File: config.mk
export PLATFORM = sky130hd
export DESIGN_NAME = xmem_ctrl
export DESIGN_NICKNAME = d
export VERILOG_FILES = /design/src/rtl/xmem_pkg.sv /design/src/rtl/xmem_ctrl.sv /design/src/rtl/xmem_sector.sv
export VERILOG_INCLUDE_DIRS = /design/src /design/src/rtl
export SDC_FILE = /design/constraint.sdc
export NUM_CORES = 1
export LEC_CHECK = 0
export BUFFER_PORTS_ARGS = -buffer_cell sky130_fd_sc_hd__buf_2
export CORE_ASPECT_RATIO = 1.5
export CORE_UTILIZATION = 56
export DETAILED_ROUTE_END_ITERATION = 8
export PLACE_DENSITY = 0.89
export RECOVER_POWER = 50
export SYNTH_ARGS = -nofsm -noshare
export SYNTH_HDL_FRONTEND = slang
export SYNTH_SLANG_ARGS = --single-unit
File: constraint.sdc
create_clock -name clk -period 5.84 [get_ports clk]
set_clock_uncertainty 0.15 [all_clocks]
set_input_delay 0.584 -clock clk [delete_from_list [all_inputs] [get_ports clk]]
set_output_delay 0.584 -clock clk [all_outputs]
set_load 0.02 [all_outputs]
File: src/rtl/xmem_map.svh
// Register offsets, field positions and constants of the external memory interface
`ifndef XMEM_MAP_SVH
`define XMEM_MAP_SVH

`define CTRL_A_OFFSET      8'h74
`define CTRL_B_OFFSET      8'h75
`define STATUS_OFFSET      8'h76
`define ACCESS_OFFSET      8'h77
`define ADDR_LO_OFFSET     8'h78
`define ADDR_HI_OFFSET     8'h79
`define WDATA_OFFSET       8'h7a
`define RDATA_OFFSET       8'h7b
`define CTRL_A_RESET       8'h00
`define CTRL_B_RESET       8'h00
`define CTRL_B_WR_MASK     8'h87
`define EXT_ENABLE_BIT     7
`define KEEPER_ENABLE_BIT  7
`define EXT_SPACE_BASE     16'h2200
`define WAIT_CODE_ONE      2'h1
`define WAIT_CODE_TWO      2'h2
`define WAIT_CODE_THREE    2'h3
`define WAIT_ZERO          2'h0
`define MASK_ALL_FREE      3'h7
`define MASK_NONE_FREE     3'h0
`define CAPTURE_TAP        2
`define BYTE_ZERO          8'h00
`define BYTE_ONES          8'hff
`define WORD_ZERO          32'h0000_0000
`define ACC_READ_BIT       0
`define ACC_WRITE_BIT      1

`endif

File: src/rtl/xmem_pkg.sv
// Types shared by the external memory interface design files
package xmem_pkg;

    typedef struct packed {
        logic       ext_mem_enable;
        logic [2:0] sector_limit_select;
        logic [1:0] upper_wait_select;
        logic [1:0] lower_wait_select;
    } ctrl_a_t;

    typedef struct packed {
        logic       bus_keeper_enable;
        logic [3:0] reserved;
        logic [2:0] high_addr_mask;
    } ctrl_b_t;

    typedef struct packed {
        logic [7:0] out_val;
        logic [7:0] out_en;
    } pin_drive_t;

    typedef enum logic [2:0] {
        ST_IDLE,
        ST_ADDR,
        ST_STROBE,
        ST_WAIT,
        ST_HOLD
    } bus_state_t;

endpackage : xmem_pkg

File: src/rtl/xmem_ctrl.sv
// External parallel memory interface: registers, pin takeover, access sequencer
//
// The implementer's own choice: the Avalon-MM register port.
`timescale 1ns/1ns
`default_nettype none
`include "xmem_map.svh"

module xmem_ctrl
    import xmem_pkg::*;
(
    input  wire logic        clk,
    input  wire logic        reset,
    input  wire logic [7:0]  avs_address,
    input  wire logic        avs_read,
    input  wire logic        avs_write,
    input  wire logic [31:0] avs_writedata,
    output logic [31:0]      avs_readdata,
    output logic             avs_waitrequest,
    input  wire logic [7:0]  port_a_out,
    input  wire logic [7:0]  port_a_dir,
    input  wire logic [7:0]  port_c_out,
    input  wire logic [7:0]  port_c_dir,
    input  wire logic [2:0]  port_g_out,
    input  wire logic [2:0]  port_g_dir,
    input  wire logic [7:0]  mux_addr_data_lines_in,
    output logic [7:0]       mux_addr_data_lines_out,
    output logic [7:0]       mux_addr_data_lines_oe,
    output logic [7:0]       high_address_lines_out,
    output logic [7:0]       high_address_lines_oe,
    output logic             addr_latch_strobe,
    output logic             write_strobe_n,
    output logic             read_strobe_n,
    output logic [2:0]       strobe_pins_oe,
    output logic             ext_mem_active
);

    ctrl_a_t     ctrl_a_reg, ctrl_a_next;
    ctrl_b_t     ctrl_b_reg, ctrl_b_next;
    bus_state_t  state_reg, state_next;
    logic [15:0] addr_reg, addr_next;
    logic [7:0]  wdata_reg, wdata_next;
    logic [7:0]  rdata_reg, rdata_next;
    logic        is_write_reg, is_write_next;
    logic [1:0]  wait_cnt_reg, wait_cnt_next;
    logic [1:0]  acc_code_reg, acc_code_next;
    logic        hold_due_reg, hold_due_next;
    logic [7:0]  keep_reg, keep_next;
    logic [7:0]  ad_sync1_reg, ad_sync2_reg;
    logic        ack_reg, ack_next;
    logic        wr_take, busy;
    logic [2:0]  cap_pipe_reg, cap_pipe_next;
    logic [31:0] rd_reg, rd_next;
    logic [1:0]  wait_code;
    logic        pending_reg, pending_next;
    pin_drive_t  ad_drive, hi_drive;
    logic [7:0]  hi_owned;
    logic [7:0]  lo_bus_val;
    logic        lo_bus_en;
    logic        ale, wr_n, rd_n;

    xmem_sector u_sector (
        .ctrl_a    (ctrl_a_reg),
        .addr      (addr_reg),
        .wait_code (wait_code)
    );

    // Pins from outside pass two flops before anything reads them
    always_ff @(posedge clk or posedge reset) begin
        if (reset) begin
            ad_sync1_reg <= `BYTE_ZERO;
            ad_sync2_reg <= `BYTE_ZERO;
        end else begin
            ad_sync1_reg <= mux_addr_data_lines_in;
            ad_sync2_reg <= ad_sync1_reg;
        end
    end

    // Register bus and access sequencer
    always_comb begin
        ctrl_a_next   = ctrl_a_reg;
        ctrl_b_next   = ctrl_b_reg;
        state_next    = state_reg;
        addr_next     = addr_reg;
        wdata_next    = wdata_reg;
        rdata_next    = rdata_reg;
        is_write_next = is_write_reg;
        wait_cnt_next = wait_cnt_reg;
        acc_code_next = acc_code_reg;
        hold_due_next = hold_due_reg;
        pending_next  = pending_reg;
        ack_next      = (avs_read || avs_write) && !ack_reg;
        rd_next       = rd_reg;
        // Writes land only at the edge where waitrequest is low
        wr_take       = avs_write && ack_reg;
        busy          = pending_reg || (cap_pipe_reg != 3'h0);
        cap_pipe_next = {cap_pipe_reg[1:0], 1'b0};
        if (avs_read || avs_write) begin
            unique case (avs_address)
                `CTRL_A_OFFSET: begin
                    rd_next = {24'h000000, ctrl_a_reg};
                    if (wr_take) ctrl_a_next = ctrl_a_t'(avs_writedata[7:0]);
                end
                `CTRL_B_OFFSET: begin
                    rd_next = {24'h000000, ctrl_b_reg};
                    if (wr_take) begin
                        ctrl_b_next = ctrl_b_t'(avs_writedata[7:0] & `CTRL_B_WR_MASK);
                    end
                end
                `STATUS_OFFSET: rd_next = {29'h0, state_reg};
                `ACCESS_OFFSET: begin
                    rd_next = {31'h0, busy};
                    if (wr_take && !busy && ctrl_a_reg.ext_mem_enable) begin
                        pending_next  = avs_writedata[`ACC_READ_BIT]
                                      | avs_writedata[`ACC_WRITE_BIT];
                        is_write_next = avs_writedata[`ACC_WRITE_BIT];
                    end
                end
                `ADDR_LO_OFFSET: begin
                    rd_next = {24'h000000, addr_reg[7:0]};
                    if (wr_take && !pending_reg) addr_next[7:0] = avs_writedata[7:0];
                end
                `ADDR_HI_OFFSET: begin
                    rd_next = {24'h000000, addr_reg[15:8]};
                    if (wr_take && !pending_reg) addr_next[15:8] = avs_writedata[7:0];
                end
                `WDATA_OFFSET: begin
                    rd_next = {24'h000000, wdata_reg};
                    if (wr_take && !pending_reg) wdata_next = avs_writedata[7:0];
                end
                `RDATA_OFFSET: rd_next = {24'h000000, rdata_reg};
                default: rd_next = `WORD_ZERO;
            endcase
        end

        unique case (state_reg)
            ST_IDLE: begin
                if (pending_reg) begin
                    acc_code_next = wait_code;
                    state_next    = ST_ADDR;
                end
            end
            ST_ADDR: begin
                state_next = ST_STROBE;
                wait_cnt_next = (acc_code_reg == `WAIT_CODE_ONE) ? 2'h1 :
                                (acc_code_reg == `WAIT_ZERO) ? 2'h0 : 2'h2;
                hold_due_next = (acc_code_reg == `WAIT_CODE_THREE);
            end
            ST_STROBE: begin
                if (wait_cnt_reg != `WAIT_ZERO) begin
                    wait_cnt_next = wait_cnt_reg - 2'h1;
                end else begin
                    if (!is_write_reg) cap_pipe_next[0] = 1'b1;
                    state_next = hold_due_reg ? ST_HOLD : ST_IDLE;
                    if (!hold_due_reg) pending_next = 1'b0;
                end
            end
            ST_HOLD: begin
                state_next   = ST_IDLE;
                pending_next = 1'b0;
            end
            default: state_next = ST_IDLE;
        endcase
        // Pin register plus two sync flops show the last strobe cycle three cycles late
        if (cap_pipe_reg[`CAPTURE_TAP]) rdata_next = ad_sync2_reg;
        // Dropping the enable aborts an access so the pins return cleanly
        if (!ctrl_a_next.ext_mem_enable && state_reg != ST_IDLE) begin
            state_next   = ST_IDLE;
            pending_next = 1'b0;
        end
    end

    always_ff @(posedge clk or posedge reset) begin
        if (reset) begin
            ctrl_a_reg   <= ctrl_a_t'(`CTRL_A_RESET);
            ctrl_b_reg   <= ctrl_b_t'(`CTRL_B_RESET);
            state_reg    <= ST_IDLE;
            addr_reg     <= 16'h0000;
            wdata_reg    <= `BYTE_ZERO;
            rdata_reg    <= `BYTE_ZERO;
            is_write_reg <= 1'b0;
            wait_cnt_reg <= `WAIT_ZERO;
            acc_code_reg <= `WAIT_ZERO;
            hold_due_reg <= 1'b0;
            pending_reg  <= 1'b0;
            cap_pipe_reg <= 3'h0;
            ack_reg      <= 1'b0;
            rd_reg       <= `WORD_ZERO;
        end else begin
            ctrl_a_reg   <= ctrl_a_next;
            ctrl_b_reg   <= ctrl_b_next;
            state_reg    <= state_next;
            addr_reg     <= addr_next;
            wdata_reg    <= wdata_next;
            rdata_reg    <= rdata_next;
            is_write_reg <= is_write_next;
            wait_cnt_reg <= wait_cnt_next;
            acc_code_reg <= acc_code_next;
            hold_due_reg <= hold_due_next;
            pending_reg  <= pending_next;
            cap_pipe_reg <= cap_pipe_next;
            ack_reg      <= ack_next;
            rd_reg       <= rd_next;
        end
    end

    // Low bus: address in the latch phase, write data during the strobe
    always_comb begin
        lo_bus_val = `BYTE_ZERO;
        lo_bus_en  = 1'b0;
        ale  = 1'b0;
        wr_n = 1'b1;
        rd_n = 1'b1;
        unique case (state_reg)
            ST_ADDR: begin
                lo_bus_val = addr_reg[7:0];
                lo_bus_en  = 1'b1;
                ale        = 1'b1;
            end
            ST_STROBE: begin
                lo_bus_val = wdata_reg;
                lo_bus_en  = is_write_reg;
                wr_n       = !is_write_reg;
                rd_n       = is_write_reg;
            end
            default: ;
        endcase
    end

    // Keeper tracks whatever is driven, interface or port, whether or not the keeper is enabled
    always_comb begin
        // Per line, so an undriven port bit never leaks into the held value
        keep_next = (ad_drive.out_en & ad_drive.out_val) | (~ad_drive.out_en & keep_reg);
    end

    always_ff @(posedge clk or posedge reset) begin
        if (reset) keep_reg <= `BYTE_ZERO;
        else       keep_reg <= keep_next;
    end

    // Pin takeover; the high mask frees port C from the top down
    generate
        for (genvar i = 0; i < 8; i++) begin : g_hi
            assign hi_owned[i] = (ctrl_b_reg.high_addr_mask == `MASK_NONE_FREE)
                               || (ctrl_b_reg.high_addr_mask != `MASK_ALL_FREE
                                   && (i < 8 - ctrl_b_reg.high_addr_mask));
        end
    endgenerate

    always_comb begin
        if (ctrl_a_reg.ext_mem_enable) begin
            ad_drive.out_val = lo_bus_val;
            ad_drive.out_en  = lo_bus_en ? `BYTE_ONES : `BYTE_ZERO;
            for (int j = 0; j < 8; j++) begin
                hi_drive.out_val[j] = hi_owned[j] ? addr_reg[8 + j] : port_c_out[j];
                hi_drive.out_en[j]  = hi_owned[j] ? 1'b1 : port_c_dir[j];
            end
        end else begin
            ad_drive.out_val = port_a_out;
            ad_drive.out_en  = port_a_dir;
            hi_drive.out_val = port_c_out;
            hi_drive.out_en  = port_c_dir;
        end
    end

    always_ff @(posedge clk or posedge reset) begin
        if (reset) begin
            mux_addr_data_lines_out <= `BYTE_ZERO;
            mux_addr_data_lines_oe  <= `BYTE_ZERO;
            high_address_lines_out  <= `BYTE_ZERO;
            high_address_lines_oe   <= `BYTE_ZERO;
            addr_latch_strobe       <= 1'b0;
            write_strobe_n          <= 1'b1;
            read_strobe_n           <= 1'b1;
            strobe_pins_oe          <= 3'h0;
        end else begin
            // Keeper drives only where the interface or port does not, never fighting the interface
            for (int k = 0; k < 8; k++) begin
                mux_addr_data_lines_out[k] <= ad_drive.out_en[k] ? ad_drive.out_val[k]
                                                                 : keep_reg[k];
                mux_addr_data_lines_oe[k]  <= ad_drive.out_en[k]
                                              | ctrl_b_reg.bus_keeper_enable;
            end
            high_address_lines_out  <= hi_drive.out_val;
            high_address_lines_oe   <= hi_drive.out_en;
            addr_latch_strobe <= ctrl_a_reg.ext_mem_enable ? ale : port_g_out[2];
            write_strobe_n    <= ctrl_a_reg.ext_mem_enable ? wr_n : port_g_out[0];
            read_strobe_n     <= ctrl_a_reg.ext_mem_enable ? rd_n : port_g_out[1];
            strobe_pins_oe    <= ctrl_a_reg.ext_mem_enable ? 3'h7 : port_g_dir;
        end
    end

    assign avs_readdata    = rd_reg;
    assign avs_waitrequest = (avs_read || avs_write) && !ack_reg;
    assign ext_mem_active  = ctrl_a_reg.ext_mem_enable;

endmodule // xmem_ctrl

`default_nettype wire

File: src/rtl/xmem_sector.sv
// Sector boundary decode and wait-state selection for one external access
`timescale 1ns/1ns
`default_nettype none
`include "xmem_map.svh"

module xmem_sector
    import xmem_pkg::*;
(
    input  wire ctrl_a_t     ctrl_a,
    input  wire logic [15:0] addr,
    output logic [1:0]       wait_code
);

    logic [15:0] boundary;
    logic        upper;

    always_comb begin
        // Codes 000 and 001 put the boundary at the base: the whole space is upper
        boundary = `EXT_SPACE_BASE;
        if (ctrl_a.sector_limit_select[2:1] != 2'h0) begin
            boundary = {ctrl_a.sector_limit_select, 13'h0000};
        end
        upper = (addr >= boundary);
        wait_code = upper ? ctrl_a.upper_wait_select
                          : ctrl_a.lower_wait_select;
    end

endmodule // xmem_sector

`default_nettype wire

### After elaboration in Yosys (flattened, before gate mapping)

Index checks and enable logic that the tools add are counted.
Widths: inputs -> output; s select.

| word-level totals | value |
|---|---|
| logic and storage cells | 178 |
| input bits | 90 |
| output and inout bits | 72 |
| bits in registers | 152 |

| cells by class | value |
|---|---|
| multiplexer cells | 61 |
| bitwise operators | 13 |
| add/subtract/negate cells | 2 |
| magnitude comparators | 9 |
| reduce and logical (&&, ||, !) cells | 46 |
| equal/unequal tests | 17 |

Operators with widths:

| cell | number |
|---|---|
| $lt 3x32->1 const A | 4 |
| $eq 8x7->1 const B | 8 |
| $lt 1x32->1 const A | 2 |
| $lt 2x32->1 const A | 2 |
| $pmux 8 s8 | 1 |
| $mux 16 | 3 |
| $mux 1 | 39 |
| $mux 8 | 4 |
| $reduce_and 3->1 | 6 |
| $and 8x8->8 | 2 |
| $ge 16x16->1 | 1 |
| $pmux 8 s2 | 1 |
| $mux 3 | 5 |
| $logic_and 1x1->1 | 14 |
| $logic_or 1x1->1 | 10 |
| $ne 3x3->1 const B | 3 |
| $or 1x1->1 | 9 |
| $pmux 3 s3 | 1 |
| $mux 2 | 4 |
| $not 8->8 | 1 |
| $or 8x8->8 | 1 |
| $logic_not 3->1 | 2 |
| $reduce_and 2->1 | 3 |
| $reduce_bool 2->1 | 3 |
| other kinds (13) | 19 |

### Depth between registers and ports, before layout

| logic depth | value |
|---|---|
| depth in word-level cells | 12 |
| depth in mapped cells | 8 |
| depth with buffers taken out | 8 |

### By module

From an unflattened synthesis, not the netlist that was laid out.

| unflattened totals | value |
|---|---|
| cell total of the unflattened synthesis | 444 |
| area total of the unflattened synthesis | 5592.9 um^2 |

Modules (own cells, without submodules):

| module | cells an instance | sequential area each (um^2) | instances | area each (um^2) |
|---|---|---|---|---|
| xmem_ctrl | 424 | 3005.4 | 1 | 5444.0 |
| xmem_sector | 20 | 0.0 | 1 | 148.9 |

### Worst setup path before layout

Ideal clock, no wire load.

| timing | value |
|---|---|
| kind | input-to-reg |
| start point | in avs_address[7] |
| end point | reg addr_reg[10] |
| library setup time | 0.125 ns |
| arrival time | 1.995 ns |
| data required time | 5.565 ns |
| setup slack | 3.570 ns |
| stages | 6 |
| buffers on the path | 1 |
| path through | and4b_2 > nand2_2 > or3_1 > buf_4 > nor2_8 > mux2_2 |

| on the way | value |
|---|---|
| cells in the longest elaborated chain, start to end | 2 |

RTL lines:

| what | line | RTL |
|---|---|---|
| start: declaration | xmem_ctrl.sv:13 | `input wire logic [7:0] avs_address,` |
| $eq 8x7->1 | xmem_ctrl.sv:98 | `unique case (avs_address)` |
| $reduce_and 3->1 (no source line) | n/a |  |
| end signal: assignment | xmem_ctrl.sv:192 | `addr_reg <= addr_next;` |
| end: declaration | xmem_ctrl.sv:40 | `logic [15:0] addr_reg, addr_next;` |

Every way passes these cells.
A chain may end at the register's enable or synchronous reset.

==> impl_metrics.sql <==
INSERT INTO impl_metrics (metric_group, metric, value, unit) VALUES
('placed_design', 'placedCellCount', '678', ''),
('clock_tree', 'post_cts.resized_instances', '0', ''),
('outcome', 'violations', 'capacitance limit, slew limit', ''),
('logic_synthesis', 'yosys.cell_count.top_type', 'sky130_fd_sc_hd__dfrtp_1', ''),
('floorplanning', 'io_pins', '162', ''),
('sta', 'worstMarginPinSlew', '2.10', 'ns'),
('worst_setup_path', 'crit_path_max_incr_delay', '1.45', 'ns'),
('drt', 'drtIter0Drc', '367', ''),
('logic_synthesis', 'netlist_instances', '464', ''),
('drt', 'wl_per_cell', '19.0', 'um'),
('clock_tree', 'hold_buffers', '0', ''),
('pwr', 'vdd_ir_drop_max', '0.237', 'mV'),
('logic_synthesis', 'post_synth_instance_area', '5430', 'um2'),
('grt', 'grt_util_all_layers', '29.1', '%'),
('clock_tree', 'clkLatencyLatePin', '0.42', 'ns'),
('floorplanning', 'width_of_the_chip', '82.4', 'um'),
('grt', 'grt_max_degree', '74', ''),
('placed_design', 'globalplace.congestion', '0.897', ''),
('grt', 'grt_overflow', '0', ''),
('logic_synthesis', 'netlist.top_cell.by_area', 'sky130_fd_sc_hd__dfrtp_1', ''),
('grt', 'grt_pass1_wl', '20900', 'um'),
('worst_setup_path', 'r2r-end', 'high_address_lines_out[6]$_DFF_PP0_', ''),
('clock_tree', 'cts_buffer_depth', '2', ''),
('drt', 'drt.antenna.violating_nets', '0', ''),
('cells_and_area', 'nets', '685', ''),
('sta', 'setup_viol', '0', ''),
('floorplanning', 'core', '9360', 'um2'),
('pwr', 'total_leakage_power', '3.10', 'nW'),
('clock_tree', 'cts_tree', 'built', ''),
('sta', 'totalNegativeSetupSlack', '0', 'ns'),
('logic_synthesis', 'synth.area.top_cells', 'sky130_fd_sc_hd__dfrtp_1 54%, sky130_fd_sc_hd__mux2_2 8.5%, sky130_fd_sc_hd__buf_4 3.5%, sky130_fd_sc_hd__nand2_1 3.1%, sky130_fd_sc_hd__ha_1 2.3%', ''),
('drt', 'via_count', '4130', ''),
('drt', 'remaining_drc_errors', '0', ''),
('worst_setup_path', 'r2r_cells', '5', ''),
('logic_synthesis', 'synth-edff-count', '0', ''),
('worst_setup_path', 'cp-start-kind', 'input pin', ''),
('run', 'timing.max_cap.violations', '2', ''),
('logic_synthesis', 'asyncSetResetFlopFracSynth', '100', '%'),
('worst_setup_path', 'path_max_fanout', '73', ''),
('drt', 'wirelength', '13500', 'um'),
('worst_setup_path', 'cp-startpoint', 'reset', ''),
('sta', 'timing.max_slew.rel_slack', '-41.0', '%'),
('grt', 'vias_in_the_first_global_route', '4192', ''),
('sta', 'rsz_0062_raised_after_global_routing', 'false', ''),
('cells_and_area', 'share_of_post_route_cells_with_drive_strength_above_1', '27.8', '%'),
('sta', 'finalCriticalPeriod', '3.34', 'ns'),
('logic_synthesis', 'yosys.cell_types.count', '52', ''),
('floorplanning', 'floorplan.initialDensity', '58.0', '%'),
('sta', 'min_period_over_period', '57.1', '%'),
('logic_synthesis', 'synth_top_area_share', '54.4', '%'),
('grt', 'grt_antenna_before_repair', '0', ''),
('sta', 'fmaxAchievable', '0.300', 'GHz'),
('cells_and_area', 'final_core_util', '69.8', '%'),
('sta', 'maxSlewViolCount', '123', ''),
('cells_and_area', 'layoutNonFillerInstCount', '710', ''),
('worst_setup_path', 'worst_path_max_delay_cell', 'sky130_fd_sc_hd__clkbuf_2', ''),
('outcome', 'result_of_the_run', 'finished with violations', ''),
('clock_tree', 'cts_made_buffers', '17', ''),
('pwr', 'power_density', '318', 'nW/um2'),
('clock_tree', 'cts.htree.levels', '4', ''),
('worst_setup_path', 'cp_cell_sequence', 'buf_2, clkinvlp_2, clkbuf_2', ''),
('clock_tree', 'post_cts.repair.setup_buffers', '0', ''),
('worst_setup_path', 'criticalPathCategory', 'in2async', ''),
('worst_setup_path', 'required', '5.89', 'ns'),
('clock_tree', 'cts_root_buffer', 'sky130_fd_sc_hd__clkbuf_16', ''),
('floorplanning', 'fp-row-count', '43', ''),
('floorplanning', 'die_footprint', '10100', 'um2'),
('drt', 'via_per_inst', '5.82', ''),
('logic_synthesis', 'post_synth_most_frequent_cells', '118 x sky130_fd_sc_hd__dfrtp_1, 45 x sky130_fd_sc_hd__nand2_1, 41 x sky130_fd_sc_hd__mux2_2, 25 x sky130_fd_sc_hd__buf_4, 24 x sky130_fd_sc_hd__o21ai_0', ''),
('worst_setup_path', 'worstSetupEndpointType', 'async pin', ''),
('logic_synthesis', 'synthesized_flop_and_latch_total', '120', '');
==> kinds of logic (layout without fill, tap and decap cells) <==
kind of cell,Yosys count,in the layout,share of synthesized area (%)
adder cells (fa/ha/maj),10,10,2.30
buffers and inverters,55,166,5.71
AND/OR/NAND/NOR,127,127,12.7
AO/OA/AOI/OAI,93,93,11.2
flip-flops,120,120,55.3
multiplexers,58,58,12.7
other,1,24,0.0690
==> routing by layer <==
metal  GRT usage, %  vias up  wire (um)
met3           7.58       58        783
met4           20.5        0        808
met1           31.7     2003       4880
li1               -     1845          -
met2           48.1      224       7020
met5              0        -          0
==> layout make-up <==
cell class	instances	area, um2
inverters	17	65.1
flip-flops and latches	120	3010
fillers	694	2820
clock buffers	21	480
clock inverters	11	121
repair buffers	117	533
multi-input cells	312	2190
well taps	112	140
==> cells in the final DEF (no fill, tap or decap), types with 4 or more instances in the layout <==
cell / netlist / final
sky130_fd_sc_hd__nor3_1: 6 / 7
sky130_fd_sc_hd__ha_1: 10 / 10
sky130_fd_sc_hd__o21ai_0: 24 / 24
sky130_fd_sc_hd__dfrtp_1: 118 / 118
sky130_fd_sc_hd__clkbuf_16: 0 / 17
sky130_fd_sc_hd__nand2_1: 45 / 45
sky130_fd_sc_hd__mux4_2: 4 / 4
sky130_fd_sc_hd__nor3b_1: 4 / 4
sky130_fd_sc_hd__mux2i_1: 7 / 7
sky130_fd_sc_hd__mux2_1: 6 / 6
sky130_fd_sc_hd__buf_2: 2 / 65
sky130_fd_sc_hd__o22ai_1: 4 / 4
sky130_fd_sc_hd__a22oi_1: 13 / 13
sky130_fd_sc_hd__nor2_1: 23 / 23
sky130_fd_sc_hd__a21oi_1: 20 / 20
sky130_fd_sc_hd__clkbuf_1: 9 / 48
sky130_fd_sc_hd__nand2b_1: 16 / 16
sky130_fd_sc_hd__o32ai_1: 9 / 9
sky130_fd_sc_hd__a31oi_1: 4 / 4
sky130_fd_sc_hd__or2_2: 9 / 9
sky130_fd_sc_hd__conb_1: 1 / 24
sky130_fd_sc_hd__mux2_2: 41 / 41
sky130_fd_sc_hd__inv_1: 17 / 16
sky130_fd_sc_hd__clkinvlp_4: 0 / 5
sky130_fd_sc_hd__clkbuf_8: 0 / 4
==> critical path, delay by kind of cell <==
family,cells,cell delay [ns]
buf+inv,3,2.73
==> where the power goes <==
| part | leakage [nW] | switching [mW] | internal [mW] | total (mW) |
|---|---|---|---|---|
| logic | 1.30 | 0.102 | 0.0500 | 0.152 |
| clock network | 0.283 | 0.373 | 0.670 | 1.04 |
| registers | 1.51 | 0.0194 | 0.863 | 0.882 |
| total | 3.10 | 0.495 | 1.58 | 2.08 |
==> worst min path at each step <==
stage                                    from                     endpoint  slack (ns)  cells after the start
floorplan           ad_sync1_reg[0]$_DFF_PP0_    ad_sync2_reg[0]$_DFF_PP0_        0.18                      0
global placement    ad_sync1_reg[5]$_DFF_PP0_    ad_sync2_reg[5]$_DFF_PP0_        0.19                      0
detailed placement  ad_sync1_reg[0]$_DFF_PP0_    ad_sync2_reg[0]$_DFF_PP0_        0.18                      0
CTS                                     reset  strobe_pins_oe[1]$_DFF_PP0_        0.11                      2
global route        mux_addr_data_lines_in[1]    ad_sync1_reg[1]$_DFF_PP0_        0.12                      1
finish              mux_addr_data_lines_in[7]    ad_sync1_reg[7]$_DFF_PP0_        0.12                      1
==> stage by stage <==
step / worst slack [ns] / hold slack, ns
global route: 1.83 / 0.117
global placement: 3.21 / 0.185
CTS: 3.14 / 0.107
detailed placement: 3.17 / 0.185
finish: 2.50 / 0.118
floorplan: 1.92 / 0.181
Note: power is estimated with default switching activity, not from simulation.
